==> config.mk <==
export PLATFORM = sky130hd
export DESIGN_NAME = operand_address_generator
export DESIGN_NICKNAME = d
export VERILOG_FILES = /design/src/core/opgen_pkg.sv /design/src/core/operand_address_generator.sv
export VERILOG_INCLUDE_DIRS = /design/src /design/src/core
export SDC_FILE = /design/constraint.sdc
export NUM_CORES = 1
export LEC_CHECK = 0
export BUFFER_PORTS_ARGS = -buffer_cell sky130_fd_sc_hd__clkbuf_2
export CORE_UTILIZATION = 48
export CTS_CLUSTER_SIZE = 28
export DETAILED_ROUTE_END_ITERATION = 6
export PLACE_DENSITY = 0.95
export SYNTH_ARGS = -nofsm -noshare
export SYNTH_HDL_FRONTEND = slang
export SYNTH_SLANG_ARGS = --single-unit
==> constraint.sdc <==
create_clock -name i_mclk -period 2.5 [get_ports i_mclk]
set_input_delay 0.75 -clock i_mclk [delete_from_list [all_inputs] [get_ports i_mclk]]
set_output_delay 0.75 -clock i_mclk [all_outputs]
set_load 0.1 [all_outputs]
==> src/core/opgen_regs.svh <==
`ifndef OPGEN_REGS_SVH
`define OPGEN_REGS_SVH
`define SEG_ES        2'h0
`define SEG_CS        2'h1
`define SEG_SS        2'h2
`define SEG_DS        2'h3
`define ZERO16        16'h0000
`define ZERO8         8'h00
`define BYTE_SIGN     7
`define NIB_MAX       4'h9
`define STR_MAX_BYTES 17'h10000
`define LEN_ZERO      17'h00000
`define NIB_ZERO      4'h0
`define SUM_PAD       2'h0
`define PTR_PAD       14'h0000
`endif
==> src/core/opgen_pkg.sv <==
`default_nettype none
package opgen_pkg;
  typedef enum logic [2:0] {
    AM_REG      = 3'h0,
    AM_IMM      = 3'h1,
    AM_DIRECT   = 3'h2,
    AM_REG_IND  = 3'h3,
    AM_BASED    = 3'h4,
    AM_INDEXED  = 3'h5,
    AM_BASE_IDX = 3'h6,
    AM_BIX_DISP = 3'h7
  } amode_t;
  typedef enum logic [1:0] {
    REF_FETCH  = 2'h0,
    REF_STACK  = 2'h1,
    REF_DATA   = 2'h2,
    REF_STRDST = 2'h3
  } ref_kind_t;
  // base: 0 general base, 1 base pointer; index: 0 source, 1 dest
  typedef struct packed {
    logic        valid;
    amode_t      mode;
    ref_kind_t   kind;
    logic        use_base;
    logic        base_sel;
    logic        use_index;
    logic        index_sel;
    logic        disp_wide;
    logic [15:0] disp;
    logic        ovr_en;
    logic [1:0]  ovr_seg;
    logic        word_op;
    logic [3:0]  reg_sel;
    logic [15:0] imm;
  } dec_req_t;
  typedef struct packed {
    logic [15:0] general_base_reg;
    logic [15:0] base_pointer_reg;
    logic [15:0] src_index_reg;
    logic [15:0] dest_index_reg;
  } addr_regs_t;
  typedef struct packed {
    logic        valid;
    logic        mem_access;
    logic        reg_access;
    logic        imm_operand;
    logic [1:0]  seg_id;
    logic [15:0] offset;
    logic [31:0] pointer;
    logic [15:0] operand;
    logic        str_len_ok;
    logic        bcd_ok;
  } agu_out_t;
endpackage
`default_nettype wire

==> src/core/operand_address_generator.sv <==
`include "opgen_regs.svh"
`default_nettype none
module operand_address_generator (
  // Clock and reset
  input  wire logic                  i_mclk,
  input  wire logic                  i_rst_n,
  // Decoder side
  input  wire opgen_pkg::dec_req_t   i_req,
  input  wire opgen_pkg::addr_regs_t i_regs,
  input  wire logic [15:0]           i_gpr_val,
  input  wire logic [16:0]           i_str_len,
  input  wire logic [7:0]            i_dec_byte,
  input  wire logic                  i_dec_packed,
  // Bus unit side
  output var opgen_pkg::agu_out_t    o_agu
);

  function automatic logic [15:0] sext8(input logic [7:0] b);
    sext8 = {{8{b[`BYTE_SIGN]}}, b};
  endfunction

  function automatic logic digit_ok(input logic [3:0] n);
    digit_ok = (n <= `NIB_MAX);
  endfunction

  opgen_pkg::agu_out_t agu_q;
  opgen_pkg::agu_out_t agu_d;

  wire opgen_pkg::amode_t mode = i_req.mode;
  wire is_mem = (mode != opgen_pkg::AM_REG) && (mode != opgen_pkg::AM_IMM);
  wire is_fetch = (i_req.kind == opgen_pkg::REF_FETCH);

  wire [15:0] disp_ext = i_req.disp_wide ? i_req.disp : sext8(i_req.disp[7:0]);

  wire [15:0] base_val  = i_req.base_sel ? i_regs.base_pointer_reg
                                         : i_regs.general_base_reg;
  wire [15:0] index_val = i_req.index_sel ? i_regs.dest_index_reg
                                          : i_regs.src_index_reg;

  wire use_disp = (mode == opgen_pkg::AM_DIRECT) || (mode == opgen_pkg::AM_BASED) ||
                  (mode == opgen_pkg::AM_INDEXED) || (mode == opgen_pkg::AM_BIX_DISP);
  wire use_base = (mode == opgen_pkg::AM_BASED) || (mode == opgen_pkg::AM_BASE_IDX) ||
                  (mode == opgen_pkg::AM_BIX_DISP) ||
                  ((mode == opgen_pkg::AM_REG_IND) && i_req.use_base);
  wire use_idx  = (mode == opgen_pkg::AM_INDEXED) || (mode == opgen_pkg::AM_BASE_IDX) ||
                  (mode == opgen_pkg::AM_BIX_DISP) ||
                  ((mode == opgen_pkg::AM_REG_IND) && !i_req.use_base);

  wire [15:0] t_disp = use_disp ? disp_ext  : `ZERO16;
  wire [15:0] t_base = use_base ? base_val  : `ZERO16;
  wire [15:0] t_idx  = use_idx  ? index_val : `ZERO16;

  wire [17:0] sum_full = {`SUM_PAD, t_disp} + {`SUM_PAD, t_base} + {`SUM_PAD, t_idx};
  wire [15:0] offset = sum_full[15:0];

  wire bp_based = use_base && i_req.base_sel;
  wire [1:0] def_seg = is_fetch ? `SEG_CS :
                       (i_req.kind == opgen_pkg::REF_STACK) ? `SEG_SS :
                       (i_req.kind == opgen_pkg::REF_STRDST) ? `SEG_ES :
                       bp_based ? `SEG_SS : `SEG_DS;
  wire [1:0] seg_sel = (i_req.ovr_en && !is_fetch) ? i_req.ovr_seg : def_seg;

  wire [15:0] opnd = (mode == opgen_pkg::AM_IMM) ?
                     (i_req.word_op ? i_req.imm : {`ZERO8, i_req.imm[7:0]}) :
                     (i_req.word_op ? i_gpr_val : {`ZERO8, i_gpr_val[7:0]});

  wire str_ok = (i_str_len != `LEN_ZERO) && (i_str_len <= `STR_MAX_BYTES);
  wire bcd_ok = i_dec_packed ? (digit_ok(i_dec_byte[7:4]) && digit_ok(i_dec_byte[3:0]))
                             : ((i_dec_byte[7:4] == `NIB_ZERO) && digit_ok(i_dec_byte[3:0]));

  always_comb begin
    agu_d             = agu_q;
    agu_d.valid       = i_req.valid;
    agu_d.str_len_ok  = str_ok;
    agu_d.bcd_ok      = bcd_ok;
    if (i_req.valid) begin
      agu_d.mem_access  = is_mem;
      agu_d.reg_access  = (mode == opgen_pkg::AM_REG);
      agu_d.imm_operand = (mode == opgen_pkg::AM_IMM);
      agu_d.seg_id      = is_mem ? seg_sel : `SEG_DS;
      agu_d.offset      = is_mem ? offset : `ZERO16;
      agu_d.pointer     = {`PTR_PAD, agu_d.seg_id, agu_d.offset};
      agu_d.operand     = is_mem ? `ZERO16 : opnd;
    end
  end

  always_ff @(posedge i_mclk or negedge i_rst_n) begin
    if (!i_rst_n) begin
      agu_q <= '0;
    end else begin
      agu_q <= agu_d;
    end
  end

  assign o_agu = agu_q;

  property p_valid_lat;
    @(posedge i_mclk) disable iff (!i_rst_n) i_req.valid |=> agu_q.valid;
  endproperty
  a_valid_lat: assert property (p_valid_lat) else $error("valid not registered");

  property p_fetch_cs;
    @(posedge i_mclk) disable iff (!i_rst_n)
      (i_req.valid && is_mem && is_fetch) |=> (agu_q.seg_id == `SEG_CS);
  endproperty
  a_fetch_cs: assert property (p_fetch_cs) else $error("fetch not code seg");

  property p_stack_ss;
    @(posedge i_mclk) disable iff (!i_rst_n)
      (i_req.valid && is_mem && !i_req.ovr_en && i_req.kind == opgen_pkg::REF_STACK)
      |=> (agu_q.seg_id == `SEG_SS);
  endproperty
  a_stack_ss: assert property (p_stack_ss) else $error("stack not stack seg");

  property p_strdst_es;
    @(posedge i_mclk) disable iff (!i_rst_n)
      (i_req.valid && is_mem && !i_req.ovr_en && i_req.kind == opgen_pkg::REF_STRDST)
      |=> (agu_q.seg_id == `SEG_ES);
  endproperty
  a_strdst_es: assert property (p_strdst_es) else $error("string dest not extra");

  property p_data_ds;
    @(posedge i_mclk) disable iff (!i_rst_n)
      (i_req.valid && is_mem && !i_req.ovr_en && i_req.kind == opgen_pkg::REF_DATA
       && !(use_base && i_req.base_sel)) |=> (agu_q.seg_id == `SEG_DS);
  endproperty
  a_data_ds: assert property (p_data_ds) else $error("data not data seg");

  property p_override;
    @(posedge i_mclk) disable iff (!i_rst_n)
      (i_req.valid && is_mem && i_req.ovr_en && !is_fetch)
      |=> (agu_q.seg_id == $past(i_req.ovr_seg));
  endproperty
  a_override: assert property (p_override) else $error("override ignored");

  property p_direct;
    @(posedge i_mclk) disable iff (!i_rst_n)
      (i_req.valid && mode == opgen_pkg::AM_DIRECT && !i_req.disp_wide)
      |=> (agu_q.offset == {{8{$past(i_req.disp[7])}}, $past(i_req.disp[7:0])});
  endproperty
  a_direct: assert property (p_direct) else $error("direct offset wrong");

  property p_bix;
    @(posedge i_mclk) disable iff (!i_rst_n)
      (i_req.valid && mode == opgen_pkg::AM_BASE_IDX)
      |=> (agu_q.offset == 16'($past(base_val) + $past(index_val)));
  endproperty
  a_bix: assert property (p_bix) else $error("based indexed wrong");

  property p_imm;
    @(posedge i_mclk) disable iff (!i_rst_n)
      (i_req.valid && mode == opgen_pkg::AM_IMM && i_req.word_op)
      |=> (!agu_q.mem_access && agu_q.operand == $past(i_req.imm));
  endproperty
  a_imm: assert property (p_imm) else $error("immediate wrong");

  property p_direct_wide;
    @(posedge i_mclk) disable iff (!i_rst_n)
      (i_req.valid && mode == opgen_pkg::AM_DIRECT && i_req.disp_wide)
      |=> (agu_q.offset == $past(i_req.disp));
  endproperty
  a_direct_wide: assert property (p_direct_wide) else $error("wide direct wrong");

  property p_based_sext;
    @(posedge i_mclk) disable iff (!i_rst_n)
      (i_req.valid && mode == opgen_pkg::AM_BASED && i_req.base_sel && !i_req.disp_wide)
      |=> (agu_q.offset == 16'($past(i_regs.base_pointer_reg) + sext8($past(i_req.disp[7:0]))));
  endproperty
  a_based_sext: assert property (p_based_sext) else $error("byte disp not extended");

  property p_ri_base;
    @(posedge i_mclk) disable iff (!i_rst_n)
      (i_req.valid && mode == opgen_pkg::AM_REG_IND && i_req.use_base && !i_req.base_sel)
      |=> (agu_q.offset == $past(i_regs.general_base_reg));
  endproperty
  a_ri_base: assert property (p_ri_base) else $error("indirect base wrong");

  property p_ri_index;
    @(posedge i_mclk) disable iff (!i_rst_n)
      (i_req.valid && mode == opgen_pkg::AM_REG_IND && !i_req.use_base && i_req.index_sel)
      |=> (agu_q.offset == $past(i_regs.dest_index_reg));
  endproperty
  a_ri_index: assert property (p_ri_index) else $error("indirect index wrong");

  property p_based;
    @(posedge i_mclk) disable iff (!i_rst_n)
      (i_req.valid && mode == opgen_pkg::AM_BASED && !i_req.base_sel && i_req.disp_wide)
      |=> (agu_q.offset == 16'($past(i_regs.general_base_reg) + $past(i_req.disp)));
  endproperty
  a_based: assert property (p_based) else $error("based offset wrong");

  property p_indexed;
    @(posedge i_mclk) disable iff (!i_rst_n)
      (i_req.valid && mode == opgen_pkg::AM_INDEXED && i_req.index_sel && i_req.disp_wide)
      |=> (agu_q.offset == 16'($past(i_regs.dest_index_reg) + $past(i_req.disp)));
  endproperty
  a_indexed: assert property (p_indexed) else $error("indexed offset wrong");

  property p_bix_disp;
    @(posedge i_mclk) disable iff (!i_rst_n)
      (i_req.valid && mode == opgen_pkg::AM_BIX_DISP && i_req.base_sel && i_req.index_sel
       && !i_req.disp_wide)
      |=> (agu_q.offset == 16'($past(i_regs.base_pointer_reg) + $past(i_regs.dest_index_reg)
                                + sext8($past(i_req.disp[7:0]))));
  endproperty
  a_bix_disp: assert property (p_bix_disp) else $error("based indexed disp wrong");

  property p_bp_ss;
    @(posedge i_mclk) disable iff (!i_rst_n)
      (i_req.valid && mode == opgen_pkg::AM_BASED && i_req.base_sel && !i_req.ovr_en
       && i_req.kind == opgen_pkg::REF_DATA) |=> (agu_q.seg_id == `SEG_SS);
  endproperty
  a_bp_ss: assert property (p_bp_ss) else $error("base pointer not stack seg");

  property p_fetch_ovr;
    @(posedge i_mclk) disable iff (!i_rst_n)
      (i_req.valid && is_mem && is_fetch && i_req.ovr_en) |=> (agu_q.seg_id == `SEG_CS);
  endproperty
  a_fetch_ovr: assert property (p_fetch_ovr) else $error("fetch took override");

  property p_mem_flags;
    @(posedge i_mclk) disable iff (!i_rst_n)
      (i_req.valid && is_mem) |=> (agu_q.mem_access && !agu_q.reg_access
                                   && !agu_q.imm_operand && agu_q.operand == `ZERO16);
  endproperty
  a_mem_flags: assert property (p_mem_flags) else $error("memory flags wrong");

  property p_pointer;
    @(posedge i_mclk) disable iff (!i_rst_n)
      agu_q.valid |-> (agu_q.pointer == {`PTR_PAD, agu_q.seg_id, agu_q.offset});
  endproperty
  a_pointer: assert property (p_pointer) else $error("pointer pairing wrong");

  property p_reg_mode;
    @(posedge i_mclk) disable iff (!i_rst_n)
      (i_req.valid && mode == opgen_pkg::AM_REG && i_req.word_op)
      |=> (agu_q.reg_access && !agu_q.mem_access && agu_q.operand == $past(i_gpr_val));
  endproperty
  a_reg_mode: assert property (p_reg_mode) else $error("register operand wrong");

  property p_nonmem;
    @(posedge i_mclk) disable iff (!i_rst_n)
      (i_req.valid && !is_mem) |=> (agu_q.seg_id == `SEG_DS && agu_q.offset == `ZERO16);
  endproperty
  a_nonmem: assert property (p_nonmem) else $error("non-memory address not cleared");

  property p_byte_zext;
    @(posedge i_mclk) disable iff (!i_rst_n)
      (i_req.valid && mode == opgen_pkg::AM_REG && !i_req.word_op)
      |=> (agu_q.operand == {`ZERO8, $past(i_gpr_val[7:0])});
  endproperty
  a_byte_zext: assert property (p_byte_zext) else $error("byte operand wrong");

  property p_imm_flags;
    @(posedge i_mclk) disable iff (!i_rst_n)
      (i_req.valid && mode == opgen_pkg::AM_IMM)
      |=> (agu_q.imm_operand && !agu_q.reg_access && !agu_q.mem_access);
  endproperty
  a_imm_flags: assert property (p_imm_flags) else $error("immediate flags wrong");

  property p_hold;
    @(posedge i_mclk) disable iff (!i_rst_n)
      !i_req.valid |=> ($stable(agu_q.offset) && $stable(agu_q.seg_id));
  endproperty
  a_hold: assert property (p_hold) else $error("fields changed without valid");

  property p_flags_hold;
    @(posedge i_mclk) disable iff (!i_rst_n)
      !i_req.valid |=> ($stable(agu_q.operand) && $stable(agu_q.mem_access));
  endproperty
  a_flags_hold: assert property (p_flags_hold) else $error("operand not held");

  property p_valid_drop;
    @(posedge i_mclk) disable iff (!i_rst_n)
      !i_req.valid |=> !agu_q.valid;
  endproperty
  a_valid_drop: assert property (p_valid_drop) else $error("valid not dropped");

  property p_str_len;
    @(posedge i_mclk) disable iff (!i_rst_n)
      1'h1 |=> (agu_q.str_len_ok == (($past(i_str_len) != `LEN_ZERO)
                                    && ($past(i_str_len) <= `STR_MAX_BYTES)));
  endproperty
  a_str_len: assert property (p_str_len) else $error("string length check wrong");

  property p_bcd_packed;
    @(posedge i_mclk) disable iff (!i_rst_n)
      i_dec_packed |=> (agu_q.bcd_ok == (($past(i_dec_byte[7:4]) <= `NIB_MAX)
                                        && ($past(i_dec_byte[3:0]) <= `NIB_MAX)));
  endproperty
  a_bcd_packed: assert property (p_bcd_packed) else $error("packed digit check wrong");

  property p_bcd_unpacked;
    @(posedge i_mclk) disable iff (!i_rst_n)
      !i_dec_packed |=> (agu_q.bcd_ok == (($past(i_dec_byte[7:4]) == `NIB_ZERO)
                                         && ($past(i_dec_byte[3:0]) <= `NIB_MAX)));
  endproperty
  a_bcd_unpacked: assert property (p_bcd_unpacked) else $error("unpacked digit wrong");

  c_bp_based: cover property (@(posedge i_mclk) disable iff (!i_rst_n)
    i_req.valid && bp_based && i_req.kind == opgen_pkg::REF_DATA);
  c_wrap: cover property (@(posedge i_mclk) disable iff (!i_rst_n)
    i_req.valid && is_mem && sum_full[17:16] != `SUM_PAD);
  c_override: cover property (@(posedge i_mclk) disable iff (!i_rst_n)
    i_req.valid && is_mem && i_req.ovr_en);
  c_bix_disp: cover property (@(posedge i_mclk) disable iff (!i_rst_n)
    i_req.valid && mode == opgen_pkg::AM_BIX_DISP);
  c_byte_reg: cover property (@(posedge i_mclk) disable iff (!i_rst_n)
    i_req.valid && mode == opgen_pkg::AM_REG && !i_req.word_op);

endmodule
`default_nettype wire

==> impl_metrics.env <==
export IMPL_async_reset_ff_frac=1.00
export IMPL_setup_viol=13
export IMPL_endpoint_kind="flop"
export IMPL_wl_microns=13400
export IMPL_rsz0062_at_grt="true"
export IMPL_period_needed_ns=3.50
export IMPL_max_freq_ghz=0.286
export IMPL_clk_pin_slew_ns=0.08
export IMPL_boundaryPins=231
export IMPL_cts_tree="yes"
export IMPL_largest_reg_flops=40
export IMPL_ys_seq_elements=40
export IMPL_core_sq_mm=0.00769
export IMPL_finalNonFillerCells=797
export IMPL_p_leak_nw=3.10
export IMPL_fin_area_sq_mm=0.00573
export IMPL_drv_slew=0
export IMPL_antenna_left=0
export IMPL_post_route_period_util=1.40
export IMPL_vias=4269
export IMPL_portBuffers=210
export IMPL_outcome="finished, violations left"
export IMPL_synthToLayoutAreaGrowth_pct=51.1
export IMPL_max_slew_margin_rel=0.615
export IMPL_dpl_hpwl_microns=10000
export IMPL_drv_cap=0
export IMPL_r2r_start="o_agu[63]"
export IMPL_first_pass_iters=7
export IMPL_synth_warnings=0
export IMPL_cts_sinks=40
export IMPL_wire_per_inst_microns=16.8
export IMPL_clock_path_buffers=2
export IMPL_ys_flop_type="dfrtp_1"
export IMPL_nFillCells=514
export IMPL_grt_pass1_wl_microns=19900
export IMPL_gr_total_overflow=0
export IMPL_placed_cells=776
export IMPL_final_layout_size_suffix_gt1_frac=0.542
export IMPL_cp_endpoint="o_agu[63]"
export IMPL_failed_checks="DRC, setup timing"
export IMPL_post_route_util=0.745
export IMPL_critPathLaunch="i_req[49]"
export IMPL_postSynthAreaPerCell_sq_um=8.56
export IMPL_synth_edf_count=0
export IMPL_reg2reg_to="o_agu[63]"
export IMPL_syn_area_sq_mm=0.00379
export IMPL_clock_latency_ns=0.29
export IMPL_htree_levels=2
export IMPL_r2r_setup_slack_ns=1.30
export IMPL_drt_initial_drc_count=193
export IMPL_arrival_ns=3.65
export IMPL_final_cell_mix="clkbuf_2 (207), nand2_1 (64), inv_1 (59), buf_4 (58), dfrtp_1 (40)"
export IMPL_drc_errors=1
export IMPL_hold_violations=0
export IMPL_placed_area_sq_mm=0.00529
export IMPL_rr_worst_depth=2
export IMPL_layout_commonest_cell="clkbuf_2"
export IMPL_setup_slack_ns=-0.997
export IMPL_critPathKind="in -> reg"
export IMPL_hold_worst_slack_ns=0.504
export IMPL_antenna_found_initial=0
export IMPL_grtUsageTotal=0.304
export IMPL_die_w_microns=90.9
export IMPL_syn_instance_count=443
export IMPL_crit_required_ns=2.66
export IMPL_grt_max_degree=41
export IMPL_max_slew_worst_pin_slew_ns=0.581
export IMPL_initial_utilization=0.493
export IMPL_total_power_mw=4.39
export IMPL_cts_root_buf="clkbuf_8"
export IMPL_fin_skew_ns=0
export IMPL_worstHoldPathType="in -> async"
export IMPL_numCtsBuffers=5
export IMPL_grt_pass1_vias=4336
export IMPL_power_density_mw_per_mm2=767
export IMPL_yosysSeqAreaShare=0.264
export IMPL_final_nets=886
export IMPL_rows=32
export IMPL_avgViaCountPerCell=5.36
export IMPL_routabilityCongestion=0.887
export IMPL_start_kind="primary input"
export IMPL_dieHeight_microns=90.9
export IMPL_die_area_sq_mm=0.00825
export IMPL_antenna_cells=0
export IMPL_vdd_drop_max_mv=0.821
export IMPL_critPathMaxFanout=4
export IMPL_post_synth_num_cell_types=47
-- cells in the mapped netlist (6+ instances only) --
| master | count | area [sq um] |
|---|---|---|
| dfrtp_1 | 40 | 1000 |
| nor2_1 | 10 | 37.5 |
| o22ai_1 | 27 | 169 |
| xor2_1 | 7 | 61.3 |
| mux2_2 | 32 | 360 |
| buf_4 | 32 | 240 |
| nand4_1 | 6 | 37.5 |
| mux2i_1 | 18 | 180 |
| fa_1 | 16 | 320 |
| nand2_1 | 75 | 282 |
| inv_1 | 64 | 240 |
| clkbuf_1 | 13 | 48.8 |
| ha_1 | 16 | 200 |
| a21oi_1 | 19 | 95.1 |
-- timing repair --
action	in CTS	in global routing
resized for setup	15	47
endpoints found under the setup margin	14	14
hold buffers	0	0
pin swaps	10	23
setup buffers	4	12
-- logic make-up (layout without fill, tap and decap cells) --
family	Yosys count	after routing	share of synthesized area
flops	40	40	0.264
mux	50	50	0.143
fa+ha+maj	32	32	0.137
simple gates	117	117	0.140
xor+xnor	13	13	0.0357
buf+inv	115	354	0.147
compound gates	75	75	0.132
other cells	1	14	0.000989
-- layer usage --
layer | up-vias | wire [microns] | GRT usage
met5 | - | 0 | 0
met4 | 0 | 624 | 0.144
met3 | 63 | 965 | 0.0598
met2 | 252 | 7110 | 0.561
met1 | 2021 | 4670 | 0.331
li1 | 1933 | - | -
-- worst max-delay path, cell delays in order --
cell and delay [ns]:
clkbuf_4 0.18, a21oi_2 0.08, a21oi_4 0.17, buf_6 0.15, nand2_2 0.06, fa_1 0.53
inv_2 0.06, fa_2 0.42, a211oi_4 0.32, nor2_4 0.07, a41oi_4 0.22, o21ai_2 0.10
nor4b_4 0.14, or4_1 0.39
-- report_power, final --
group	internal, mW	total [mW]	switching [mW]
Combinational	0.831	3.14	2.30
Clock	0.190	0.409	0.219
Sequential	0.751	0.849	0.0981
-- worst min path at each step --
stage | start | end | cells past startpoint
3_3_place_gp | o_agu[68] | o_agu[68] | 1
4_1_cts | o_agu[68] | o_agu[68] | 1
5_1_grt | o_agu[68] | o_agu[68] | 1
6_report | i_rst_n | o_agu[0] | 2
2_1_floorplan | i_rst_n | o_agu[0] | 0
3_5_place_dp | o_agu[68] | o_agu[68] | 1
-- cell type report --
class / instances / area [sq um] / area share
clock inverters: 1 / 5.00 / 0.000874
inverters: 65 / 244 / 0.0426
well taps: 102 / 128 / 0.0223
multi-input cells: 301 / 2600 / 0.453
clock buffers: 6 / 72.6 / 0.0127
flip-flops and latches: 40 / 1000 / 0.175
repair buffers: 282 / 1680 / 0.293
-- stage by stage --
step / setup WS, ns / setup TNS [ns]
after floorplan: -1.09 / -8.87
after global placement: -1.16 / -11.78
after detailed placement: -1.23 / -12.65
after CTS: -0.875 / -8.22
after global routing: -1.07 / -10.68
final: -0.997 / -9.78
Power figures use the tool's default switching activity.
